## config.mk

```make
export PLATFORM = sky130hd
export DESIGN_NAME = dawc_top
export DESIGN_NICKNAME = d
export VERILOG_FILES = /design/src/rtl/dawc_top.v
export VERILOG_INCLUDE_DIRS = /design/src /design/src/rtl
export SDC_FILE = /design/constraint.sdc
export NUM_CORES = 1
export LEC_CHECK = 0
export ABC_AREA = 1
export BUFFER_PORTS_ARGS = -buffer_cell sky130_fd_sc_hd__buf_2
export CAP_MARGIN = 40
export CORE_ASPECT_RATIO = 1.1
export CORE_MARGIN = 10
export CORE_UTILIZATION = 30
export DETAILED_ROUTE_END_ITERATION = 8
export HOLD_SLACK_MARGIN = 0.02
export MAX_ROUTING_LAYER = met4
export PLACE_DENSITY_LB_ADDON = 0.08
export RECOVER_POWER = 25
export REMOVE_ABC_BUFFERS = 1
export SYNTH_ARGS = -nofsm -noshare
export SYNTH_HDL_FRONTEND = slang
export SYNTH_SLANG_ARGS = --single-unit
```

## constraint.sdc

```tcl
create_clock -name mclk -period 3.5 [get_ports mclk]
set_input_delay 0.35 -clock mclk [delete_from_list [all_inputs] [get_ports mclk]]
set_output_delay 0.35 -clock mclk [all_outputs]
set_load 0.005 [all_outputs]
```

## src/rtl/dawc_consts.vh

```
`ifndef DAWC_CONSTS_VH
`define DAWC_CONSTS_VH
// register byte offsets
`define DAWC_OFF_CS1 12'h000
`define DAWC_OFF_WC 12'h004
`define DAWC_OFF_BA 12'h008
`define DAWC_OFF_CS2 12'h00c
`define DAWC_OFF_STAT 12'h010
// control_status_one fields
`define DAWC_CS1_GO 0
`define DAWC_CS1_REV_LO 1
`define DAWC_CS1_REV_HI 2
`define DAWC_CS1_XFER 5
`define DAWC_CS1_IE 6
`define DAWC_CS1_EXT_LO 8
`define DAWC_CS1_EXT_HI 9
`define DAWC_CS1_PSEL 10
// control_status_two fields
`define DAWC_CS2_CLR 5
`define DAWC_CS2_BAI 8
// status register fields
`define DAWC_ST_DONE 0
`define DAWC_ST_READY 1
`define DAWC_ST_HOVF 2
`define DAWC_ST_DOVF 3
`define DAWC_ST_LAST_WORD_FLAG 4
`define DAWC_ST_DLT 5
`define DAWC_ST_CDOWN 6
`define DAWC_ST_BUSY 7
// reset values
`define DAWC_RST_16 16'h0000
`define DAWC_RST_32 32'h00000000
`endif

```

## src/rtl/dawc_top.v

```verilog
// What this block does
// - inhibit bit freezes the bus address
// - address bit zero always zero, even
// - low stage carry all ones, borrow zeros
// - reverse code on go sets count down
// - address plus extension onto selected port
// - read selector gives address or word count
// - hidden drive word counter stops run
// - counters load negative length, count up
// - counters load on full word write only
// - drive clock only without overflow or error
// - counters step on trailing strobe edge, drive counter on drive clock rise
// - counter carry sets matching overflow flag
// - word counters have no clear input
// - selector never drives two sources
// - port A init gives drive link init
// - go command pulses go clear
// - clear bit gives program clear pulse
// - port B init clears, posts data late
// - clear or go clears flags and done
// - done after overflow and last request
// - error gives done, ready waits segment end
// - last word flag suppresses late, prefetch
// - interrupt sequence only when enabled
// - count down flag picks address direction
// - extension bits writable only when ready
`timescale 1ns/1ns
`include "dawc_consts.vh"
module dawc_top (
    // clock and reset
    input wire mclk,
    input wire reset_n,
    // apb slave
    input wire psel,
    input wire penable,
    input wire pwrite,
    input wire [11:0] paddr,
    input wire [31:0] pwdata,
    input wire [3:0] pstrb,
    output reg pready,
    output reg [31:0] prdata,
    output reg pslverr,
    // pins from the drive link and both host ports
    input wire drive_clk,
    input wire transfer_error,
    input wire end_of_segment,
    input wire port_a_init,
    input wire port_a_power_low,
    input wire port_b_init,
    input wire port_b_power_low,
    // strobes from the local transfer logic
    input wire address_out_strobe,
    input wire host_word_increment,
    input wire data_req,
    input wire npr_active,
    input wire late_condition,
    input wire interrupt_request,
    // address drive for the two host ports
    output reg [17:0] port_a_addr,
    output reg port_a_addr_oe,
    output reg [17:0] port_b_addr,
    output reg port_b_addr_oe,
    // control outputs
    output reg go_clear_pulse,
    output reg program_clear_pulse,
    output reg port_b_clear,
    output reg drive_link_init,
    output reg drive_word_clk,
    output reg drive_run,
    output reg prefetch_enable,
    output reg interrupt_start
);

    // two-flop synchronisers for every asynchronous pin
    wire [6:0] pin_raw;
    wire [6:0] pin_s;
    reg [6:0] sync1_q;
    reg [6:0] sync2_q;
    assign pin_raw = {port_b_power_low, port_b_init, port_a_power_low, port_a_init,
                      end_of_segment, transfer_error, drive_clk};
    genvar gi;
    generate
        for (gi = 0; gi < 7; gi = gi + 1) begin : g_sync
            always @(posedge mclk or negedge reset_n) begin
                if (!reset_n) begin
                    sync1_q[gi] <= 1'b0;
                    sync2_q[gi] <= 1'b0;
                end else begin
                    sync1_q[gi] <= pin_raw[gi];
                    sync2_q[gi] <= sync1_q[gi];
                end
            end
        end
    endgenerate
    assign pin_s = sync2_q;
    wire dclk_s = pin_s[0];
    wire tre_s = pin_s[1];
    wire eos_s = pin_s[2];
    wire init_a = pin_s[3] | pin_s[4];
    wire init_b = pin_s[5] | pin_s[6];

    // edge history for strobes; a trailing edge is the end of the active level
    reg dclk_q, aos_q, hwi_q, dreq_q, eos_q, init_a_q, init_b_q;
    always @(posedge mclk or negedge reset_n) begin
        if (!reset_n) begin
            dclk_q <= 1'b0;
            aos_q <= 1'b0;
            hwi_q <= 1'b0;
            dreq_q <= 1'b0;
            eos_q <= 1'b0;
            init_a_q <= 1'b0;
            init_b_q <= 1'b0;
        end else begin
            dclk_q <= dclk_s;
            aos_q <= address_out_strobe;
            hwi_q <= host_word_increment;
            dreq_q <= data_req;
            eos_q <= eos_s;
            init_a_q <= init_a;
            init_b_q <= init_b;
        end
    end
    wire dclk_edge = dclk_s & ~dclk_q;
    wire aos_end = aos_q & ~address_out_strobe;
    wire hwi_end = hwi_q & ~host_word_increment;
    wire dreq_end = dreq_q & ~data_req;
    wire eos_rise = eos_s & ~eos_q;

    // apb decode; the register write lands at the edge that sees pready
    wire acc = psel & penable;
    wire wr_en = acc & pwrite & pready;
    wire hit_cs1 = (paddr == `DAWC_OFF_CS1);
    wire hit_wc = (paddr == `DAWC_OFF_WC);
    wire hit_ba = (paddr == `DAWC_OFF_BA);
    wire hit_cs2 = (paddr == `DAWC_OFF_CS2);
    wire hit_st = (paddr == `DAWC_OFF_STAT);
    wire mapped = hit_cs1 | hit_wc | hit_ba | hit_cs2 | hit_st;
    wire full_word = pstrb[0] & pstrb[1];

    // control state
    reg [15:0] cs1_q;
    reg cs2_bai_q;
    reg [15:0] ba_q;
    reg [15:0] hwc_q;
    reg [15:0] dwc_q;
    reg cdown_q, hovf_q, dovf_q, done_q, ready_q, busy_q, last_word_flag_q, dlt_q;

    // command decode: go with a data transfer code
    wire go_wr = wr_en & hit_cs1 & pstrb[0] & pwdata[`DAWC_CS1_GO] & pwdata[`DAWC_CS1_XFER];
    wire pg_wr = wr_en & hit_cs2 & pstrb[0] & pwdata[`DAWC_CS2_CLR];
    // port A init clears the controller like a program clear
    wire ctl_clear = pg_wr | init_a;
    wire clr_or_go = ctl_clear | go_wr;

    // clear pulses and the link init level, registered so they leave straight from flops
    always @(posedge mclk or negedge reset_n) begin
        if (!reset_n) begin
            go_clear_pulse <= 1'b0;
            program_clear_pulse <= 1'b0;
            port_b_clear <= 1'b0;
            drive_link_init <= 1'b0;
        end else begin
            go_clear_pulse <= go_wr;
            program_clear_pulse <= pg_wr | (init_a & ~init_a_q);
            port_b_clear <= init_b & ~init_b_q;
            drive_link_init <= init_a;
        end
    end

    // control_status_one and control_status_two
    always @(posedge mclk or negedge reset_n) begin
        if (!reset_n) begin
            cs1_q <= `DAWC_RST_16;
            cs2_bai_q <= 1'b0;
            cdown_q <= 1'b0;
        end else if (ctl_clear) begin
            cs1_q <= `DAWC_RST_16;
            cs2_bai_q <= 1'b0;
            cdown_q <= 1'b0;
        end else begin
            if (wr_en & hit_cs1 & pstrb[0])
                cs1_q[7:1] <= pwdata[7:1];
            // extension bits only change in the ready state, so commands
            // passed on to other drives cannot move them
            if (wr_en & hit_cs1 & pstrb[1] & ready_q) begin
                cs1_q[`DAWC_CS1_EXT_HI:`DAWC_CS1_EXT_LO] <= pwdata[9:8];
                cs1_q[`DAWC_CS1_PSEL] <= pwdata[`DAWC_CS1_PSEL];
            end
            if (wr_en & hit_cs2 & pstrb[1])
                cs2_bai_q <= pwdata[`DAWC_CS2_BAI];
            if (go_wr)
                cdown_q <= pwdata[`DAWC_CS1_REV_LO] & pwdata[`DAWC_CS1_REV_HI];
        end
    end

    // bus address counter: bit 0 is not stored, so the address is always even
    // low stage holds bits 3:1, its carry and borrow are decoded by hand
    wire [2:0] ba_low = ba_q[3:1];
    wire low_carry = &ba_low;
    wire low_borrow = ~|ba_low;
    wire ba_step = aos_end & ~cs2_bai_q;
    always @(posedge mclk or negedge reset_n) begin
        if (!reset_n) begin
            ba_q <= `DAWC_RST_16;
        end else if (ctl_clear) begin
            ba_q <= `DAWC_RST_16;
        end else if (wr_en & hit_ba) begin
            if (pstrb[0])
                ba_q[7:1] <= pwdata[7:1];
            if (pstrb[1])
                ba_q[15:8] <= pwdata[15:8];
        end else if (ba_step) begin
            if (cdown_q) begin
                ba_q[3:1] <= ba_low - 3'h1;
                if (low_borrow)
                    ba_q[15:4] <= ba_q[15:4] - 12'h001;
            end else begin
                ba_q[3:1] <= ba_low + 3'h1;
                if (low_carry)
                    ba_q[15:4] <= ba_q[15:4] + 12'h001;
            end
        end
    end

    // word counters: no clear, software reloads them before each transfer
    wire wc_load = wr_en & hit_wc & full_word;
    wire dclk_issue = dclk_edge & ~dovf_q & ~tre_s;
    wire hwc_carry = hwi_end & (&hwc_q);
    wire dwc_carry = dclk_issue & (&dwc_q);
    always @(posedge mclk or negedge reset_n) begin
        if (!reset_n) begin
            hwc_q <= `DAWC_RST_16;
            dwc_q <= `DAWC_RST_16;
        end else if (wc_load) begin
            hwc_q <= pwdata[15:0];
            dwc_q <= pwdata[15:0];
        end else begin
            if (hwi_end)
                hwc_q <= hwc_q + 16'h0001;
            if (dclk_issue)
                dwc_q <= dwc_q + 16'h0001;
        end
    end

    // overflow, done, ready, busy; for overflow and done a set in the same cycle as a clear wins, for busy the clear wins
    always @(posedge mclk or negedge reset_n) begin
        if (!reset_n) begin
            hovf_q <= 1'b0;
            dovf_q <= 1'b0;
            done_q <= 1'b0;
            ready_q <= 1'b1;
            busy_q <= 1'b0;
        end else begin
            if (hwc_carry)
                hovf_q <= 1'b1;
            else if (clr_or_go)
                hovf_q <= 1'b0;
            if (dwc_carry)
                dovf_q <= 1'b1;
            else if (clr_or_go)
                dovf_q <= 1'b0;
            if (dreq_end & (hovf_q | tre_s))
                done_q <= 1'b1;
            else if (clr_or_go)
                done_q <= 1'b0;
            if (ctl_clear)
                ready_q <= 1'b1;
            else if (go_wr)
                ready_q <= 1'b0;
            else if (dreq_end & hovf_q & ~tre_s)
                ready_q <= 1'b1;
            else if (eos_rise & tre_s)
                ready_q <= 1'b1;
            if (ctl_clear | (dreq_end & hovf_q) | eos_rise)
                busy_q <= 1'b0;
            else if (go_wr)
                busy_q <= 1'b1;
        end
    end

    // last word flag is taken at the drive clock edge from the drive carry
    always @(posedge mclk or negedge reset_n) begin
        if (!reset_n) begin
            last_word_flag_q <= 1'b0;
            dlt_q <= 1'b0;
        end else begin
            if (dclk_edge)
                last_word_flag_q <= dovf_q | dwc_carry;
            else if (clr_or_go)
                last_word_flag_q <= 1'b0;
            // port B clear flags data late on a running port B transfer
            if ((init_b & ~init_b_q & busy_q & cs1_q[`DAWC_CS1_PSEL]) | (late_condition & busy_q & ~last_word_flag_q))
                dlt_q <= 1'b1;
            else if (clr_or_go)
                dlt_q <= 1'b0;
        end
    end

    // link-side and interrupt outputs
    always @(posedge mclk or negedge reset_n) begin
        if (!reset_n) begin
            drive_word_clk <= 1'b0;
            drive_run <= 1'b0;
            prefetch_enable <= 1'b0;
            interrupt_start <= 1'b0;
        end else begin
            drive_word_clk <= dclk_issue;
            drive_run <= busy_q & ~dovf_q & ~dwc_carry;
            // the carry cycle itself already counts as the last word
            prefetch_enable <= busy_q & ~last_word_flag_q & ~dovf_q & ~dwc_carry;
            interrupt_start <= interrupt_request & cs1_q[`DAWC_CS1_IE];
        end
    end

    // npr address onto whichever host port is selected; never both at once
    wire [17:0] npr_addr = {cs1_q[`DAWC_CS1_EXT_HI], cs1_q[`DAWC_CS1_EXT_LO], ba_q[15:1], 1'b0};
    always @(posedge mclk or negedge reset_n) begin
        if (!reset_n) begin
            port_a_addr <= 18'h00000;
            port_a_addr_oe <= 1'b0;
            port_b_addr <= 18'h00000;
            port_b_addr_oe <= 1'b0;
        end else begin
            port_a_addr <= npr_addr;
            port_b_addr <= npr_addr;
            port_a_addr_oe <= npr_active & ~cs1_q[`DAWC_CS1_PSEL];
            port_b_addr_oe <= npr_active & cs1_q[`DAWC_CS1_PSEL];
        end
    end

    // read selector: one-hot source choice, idle value zero; the drive
    // counter has no read path on purpose
    reg [15:0] internal_read_bus;
    always @* begin
        internal_read_bus = 16'h0000;
        if (hit_ba)
            internal_read_bus = {ba_q[15:1], 1'b0};
        else if (hit_wc)
            internal_read_bus = hwc_q;
        else if (hit_cs1)
            internal_read_bus = {4'h0, busy_q, cs1_q[10:8], ready_q, cs1_q[6:1], busy_q};
        else if (hit_cs2)
            internal_read_bus = {7'h00, cs2_bai_q, 8'h00};
        else if (hit_st)
            internal_read_bus = {8'h00, busy_q, cdown_q, dlt_q, last_word_flag_q, dovf_q, hovf_q, ready_q, done_q};
    end

    // apb answer: one wait state so read data leaves from a flop
    always @(posedge mclk or negedge reset_n) begin
        if (!reset_n) begin
            pready <= 1'b0;
            prdata <= `DAWC_RST_32;
            pslverr <= 1'b0;
        end else if (acc & ~pready) begin
            pready <= 1'b1;
            prdata <= pwrite ? `DAWC_RST_32 : {16'h0000, internal_read_bus};
            pslverr <= ~mapped;
        end else begin
            pready <= 1'b0;
            pslverr <= 1'b0;
        end
    end

endmodule // dawc_top

```

==> impl_metrics.env <==
export IMPL_synth_edf_count=0
export IMPL_finalSetupViolCount=0
export IMPL_fin_area_mm2=0.00837
export IMPL_final_cells=1294
export IMPL_antenna_left=0
export IMPL_rsz0062_at_grt="no"
export IMPL_post_dp_cell_area_mm2=0.00771
export IMPL_ff2ff_setup_slack_ps=1100
export IMPL_routedWlPerCell_um=16.5
export IMPL_drt_pass1_iterations=4
export IMPL_dp_cells=1254
export IMPL_track_usage=0.151
export IMPL_min_from="host_word_increment"
export IMPL_clock_path_buffers=2
export IMPL_post_cts_buffers=0
export IMPL_hold_viol_final=0
export IMPL_yosysUniqueCellTypes=46
export IMPL_cts_buffers=17
export IMPL_fmax_mhz=417
export IMPL_core_mm2=0.0229
export IMPL_async_flop_share=1.00
export IMPL_fin_nets=1061
export IMPL_tightestPinTransition_ps=1800
export IMPL_cp_max_fo=14
export IMPL_drt_initial_drc_count=313
export IMPL_die_h_um=180
export IMPL_htree_levels=4
export IMPL_slew_viol_final=32
export IMPL_crit_type="register to register"
export IMPL_cts_root_buf="clkbuf_16"
export IMPL_r2r_worst_path_cells=12
export IMPL_grt_max_degree=63
export IMPL_slew_headroom=-0.203
export IMPL_wl_met2_mm=10.7
export IMPL_status="finished, violations left"
export IMPL_grt_pass1_vias=6066
export IMPL_grt_overflow=0
export IMPL_ir_drop_mv=0.322
export IMPL_clock_latency_ps=420
export IMPL_vias_per_cell=4.53
export IMPL_m1WireLength_mm=9.70
export IMPL_syn_avg_cell_area_um2=8.05
export IMPL_met3_length_um=802
export IMPL_fill_cells=2436
export IMPL_maxCapViolations=1
export IMPL_wirelength_mm=21.4
export IMPL_syn_area_mm2=0.00699
export IMPL_timing_hold_ws_ps=59.5
export IMPL_cts_tree="done"
export IMPL_start_util=0.305
export IMPL_clock_sinks=130
export IMPL_die_area_mm2=0.0298
export IMPL_r2r_start="cdown_q"
export IMPL_io_pins=146
export IMPL_reg2reg_to="ba_q[10]"
export IMPL_finalClockSkew_ps=8.90
export IMPL_power_density_mw_per_mm2=451
export IMPL_synth_cells=869
export IMPL_grt_pass1_wl_mm=34.1
export IMPL_io_buffers=109
export IMPL_place_congestion=0.825
export IMPL_vias=5861
export IMPL_tns_ps=0
export IMPL_worstPathArrival_ps=2700
export IMPL_required_ps=3800
export IMPL_startpoint_type="register"
export IMPL_hold_path_class="input port to register"
export IMPL_antenna_found_initial=0
export IMPL_fin_util=0.365
export IMPL_end_kind="register"
export IMPL_num_rows=58
export IMPL_diodes=0
export IMPL_hold_depth=1
export IMPL_cts_clk_slew_worst_paths_ps=60
export IMPL_ys_warn_count=0
export IMPL_power_leakage_nw=4.36
export IMPL_dp_hpwl_mm=16.6
export IMPL_drc=0
export IMPL_die_w_um=166
export IMPL_ys_ff_latch=130
export IMPL_violations="capacitance limit, slew limit"
export IMPL_layout_drive_gt1_share=0.182
export IMPL_yosysSeqAreaShare=0.465
export IMPL_finalCritPeriodShare=0.685
export IMPL_min_to="hwi_q"
export IMPL_fin_crit_ps=2400
export IMPL_area_growth_pct=19.8
export IMPL_highest_layer="met4"
export IMPL_synth_ff_type="dfrtp_1"
[critical path, stage by stage, from the launching register on]
cell     delay (ps)
dfrtp_1         770
inv_1           270
fa_1            480
inv_1           100
nand3_1          60
nand2_1         130
nand2_1          60
nand2_1          70
nand2_1          50
nand2_1          50
o21ai_0          80
nand2_1          60
o21ai_0          80
[cells in the mapped netlist (3+ instances only)]
master / number / share of area
nand2_1: 246 / 0.13
dfrtp_1: 129 / 0.46
inv_1: 99 / 0.053
nand3_1: 76 / 0.054
nor2_1: 61 / 0.033
o21ai_0: 41 / 0.029
buf_4: 37 / 0.040
a21oi_1: 22 / 0.016
o211ai_1: 20 / 0.021
nor3_1: 16 / 0.011
xor2_1: 13 / 0.016
ha_1: 12 / 0.021
nand4_1: 12 / 0.011
xnor2_1: 9 / 0.011
o21ai_1: 8 / 0.0057
o21ai_2: 7 / 0.0088
nand2_2: 6 / 0.0054
inv_2: 5 / 0.0027
nor2_2: 5 / 0.0045
buf_6: 3 / 0.0048
nand3_2: 3 / 0.0043
nand3_4: 3 / 0.0075
nand3b_1: 3 / 0.0032
nor2_4: 3 / 0.0048
or2_2: 3 / 0.0027
[metrics by stage]
step                worst slack, ps  power (mW)
finish                         1100        3.78
global route                    777        3.95
CTS                            1110        3.83
detailed placement             1120        1.98
global placement               1140        1.97
floorplan                      1650        1.83
[metal layers]
layer / global-route usage / vias to the layer above
met5: - / -
met4: 0.0404 / 0
met2: 0.247 / 110
li1: - / 2985
met3: 0.0217 / 11
met1: 0.190 / 2755
[registers in the layout, indices dropped and copies added (netlist names), 4 cells and up]
register / cells
ba_q: 15
cs1_q: 9
dwc_q: 16
hwc_q: 16
pin_s: 4
port_b_addr: 17
prdata: 16
sync1_q: 7
[cells by family after synthesis]
logic type | Yosys count | share of synthesized area
AO/OA/AOI/OAI | 107 | 0.0918
buffers and inverters | 153 | 0.106
XOR/XNOR | 22 | 0.0276
flip-flops | 130 | 0.465
other | 1 | 0.000536
AND/OR/NAND/NOR | 442 | 0.281
adder cells (fa/ha/maj) | 14 | 0.0272
[power breakdown]
group          leakage [nW]  internal, mW  total [mW]  switching [mW]
sequential             1.72          1.58        1.64          0.0616
clock                 0.283          1.07        1.82           0.753
combinational          2.35         0.112       0.315           0.202
[placed cells by master, fill, tap and decap left out, types with 3 or more instances in the layout]
cell,n
xor2_1,13
conb_1,18
dfrtp_1,129
ha_1,12
nor2_2,4
nand3b_1,3
nand3_4,3
buf_2,105
nand4_1,12
dlygate4sd3_1,8
nor3_1,16
inv_6,8
o21ai_0,41
or2_2,3
clkinvlp_4,3
o21ai_2,7
nor2_4,3
xnor2_1,9
nand3_2,3
o21ai_1,8
nand2_1,246
inv_1,99
clkbuf_16,17
clkbuf_1,4
nor2_1,62
nand3_1,76
o211ai_1,20
inv_2,5
nand2_2,6
a21oi_1,22
[repair_timing]
item,CTS,global route
gates resized for setup,0,0
endpoints found under the hold margin,38,0
hold buffers,8,0
[how the worst max path moves through the flow]
stage                       start  endpoint  slack (ps)  cells past startpoint
after floorplan           cdown_q  ba_q[10]        1650                     12
after global placement    cdown_q  ba_q[10]        1140                     12
after detailed placement  cdown_q  ba_q[10]        1120                     12
after CTS                 cdown_q  ba_q[10]        1110                     12
after global routing      reset_n   ready_q         780                      4
final                     cdown_q  ba_q[10]        1100                     12
[final cells by class]
type | instances | area, um^2 | share of cell area
Multi-Input combinational cell | 603 | 3060 | 0.365
Tap cell | 300 | 375 | 0.0448
Clock buffer | 17 | 425 | 0.0508
Timing Repair Buffer | 121 | 683 | 0.0816
Sequential cell | 130 | 3250 | 0.389
Inverter | 108 | 409 | 0.0489
Clock inverter | 15 | 170 | 0.0203
(Power assumes the default switching activity.)
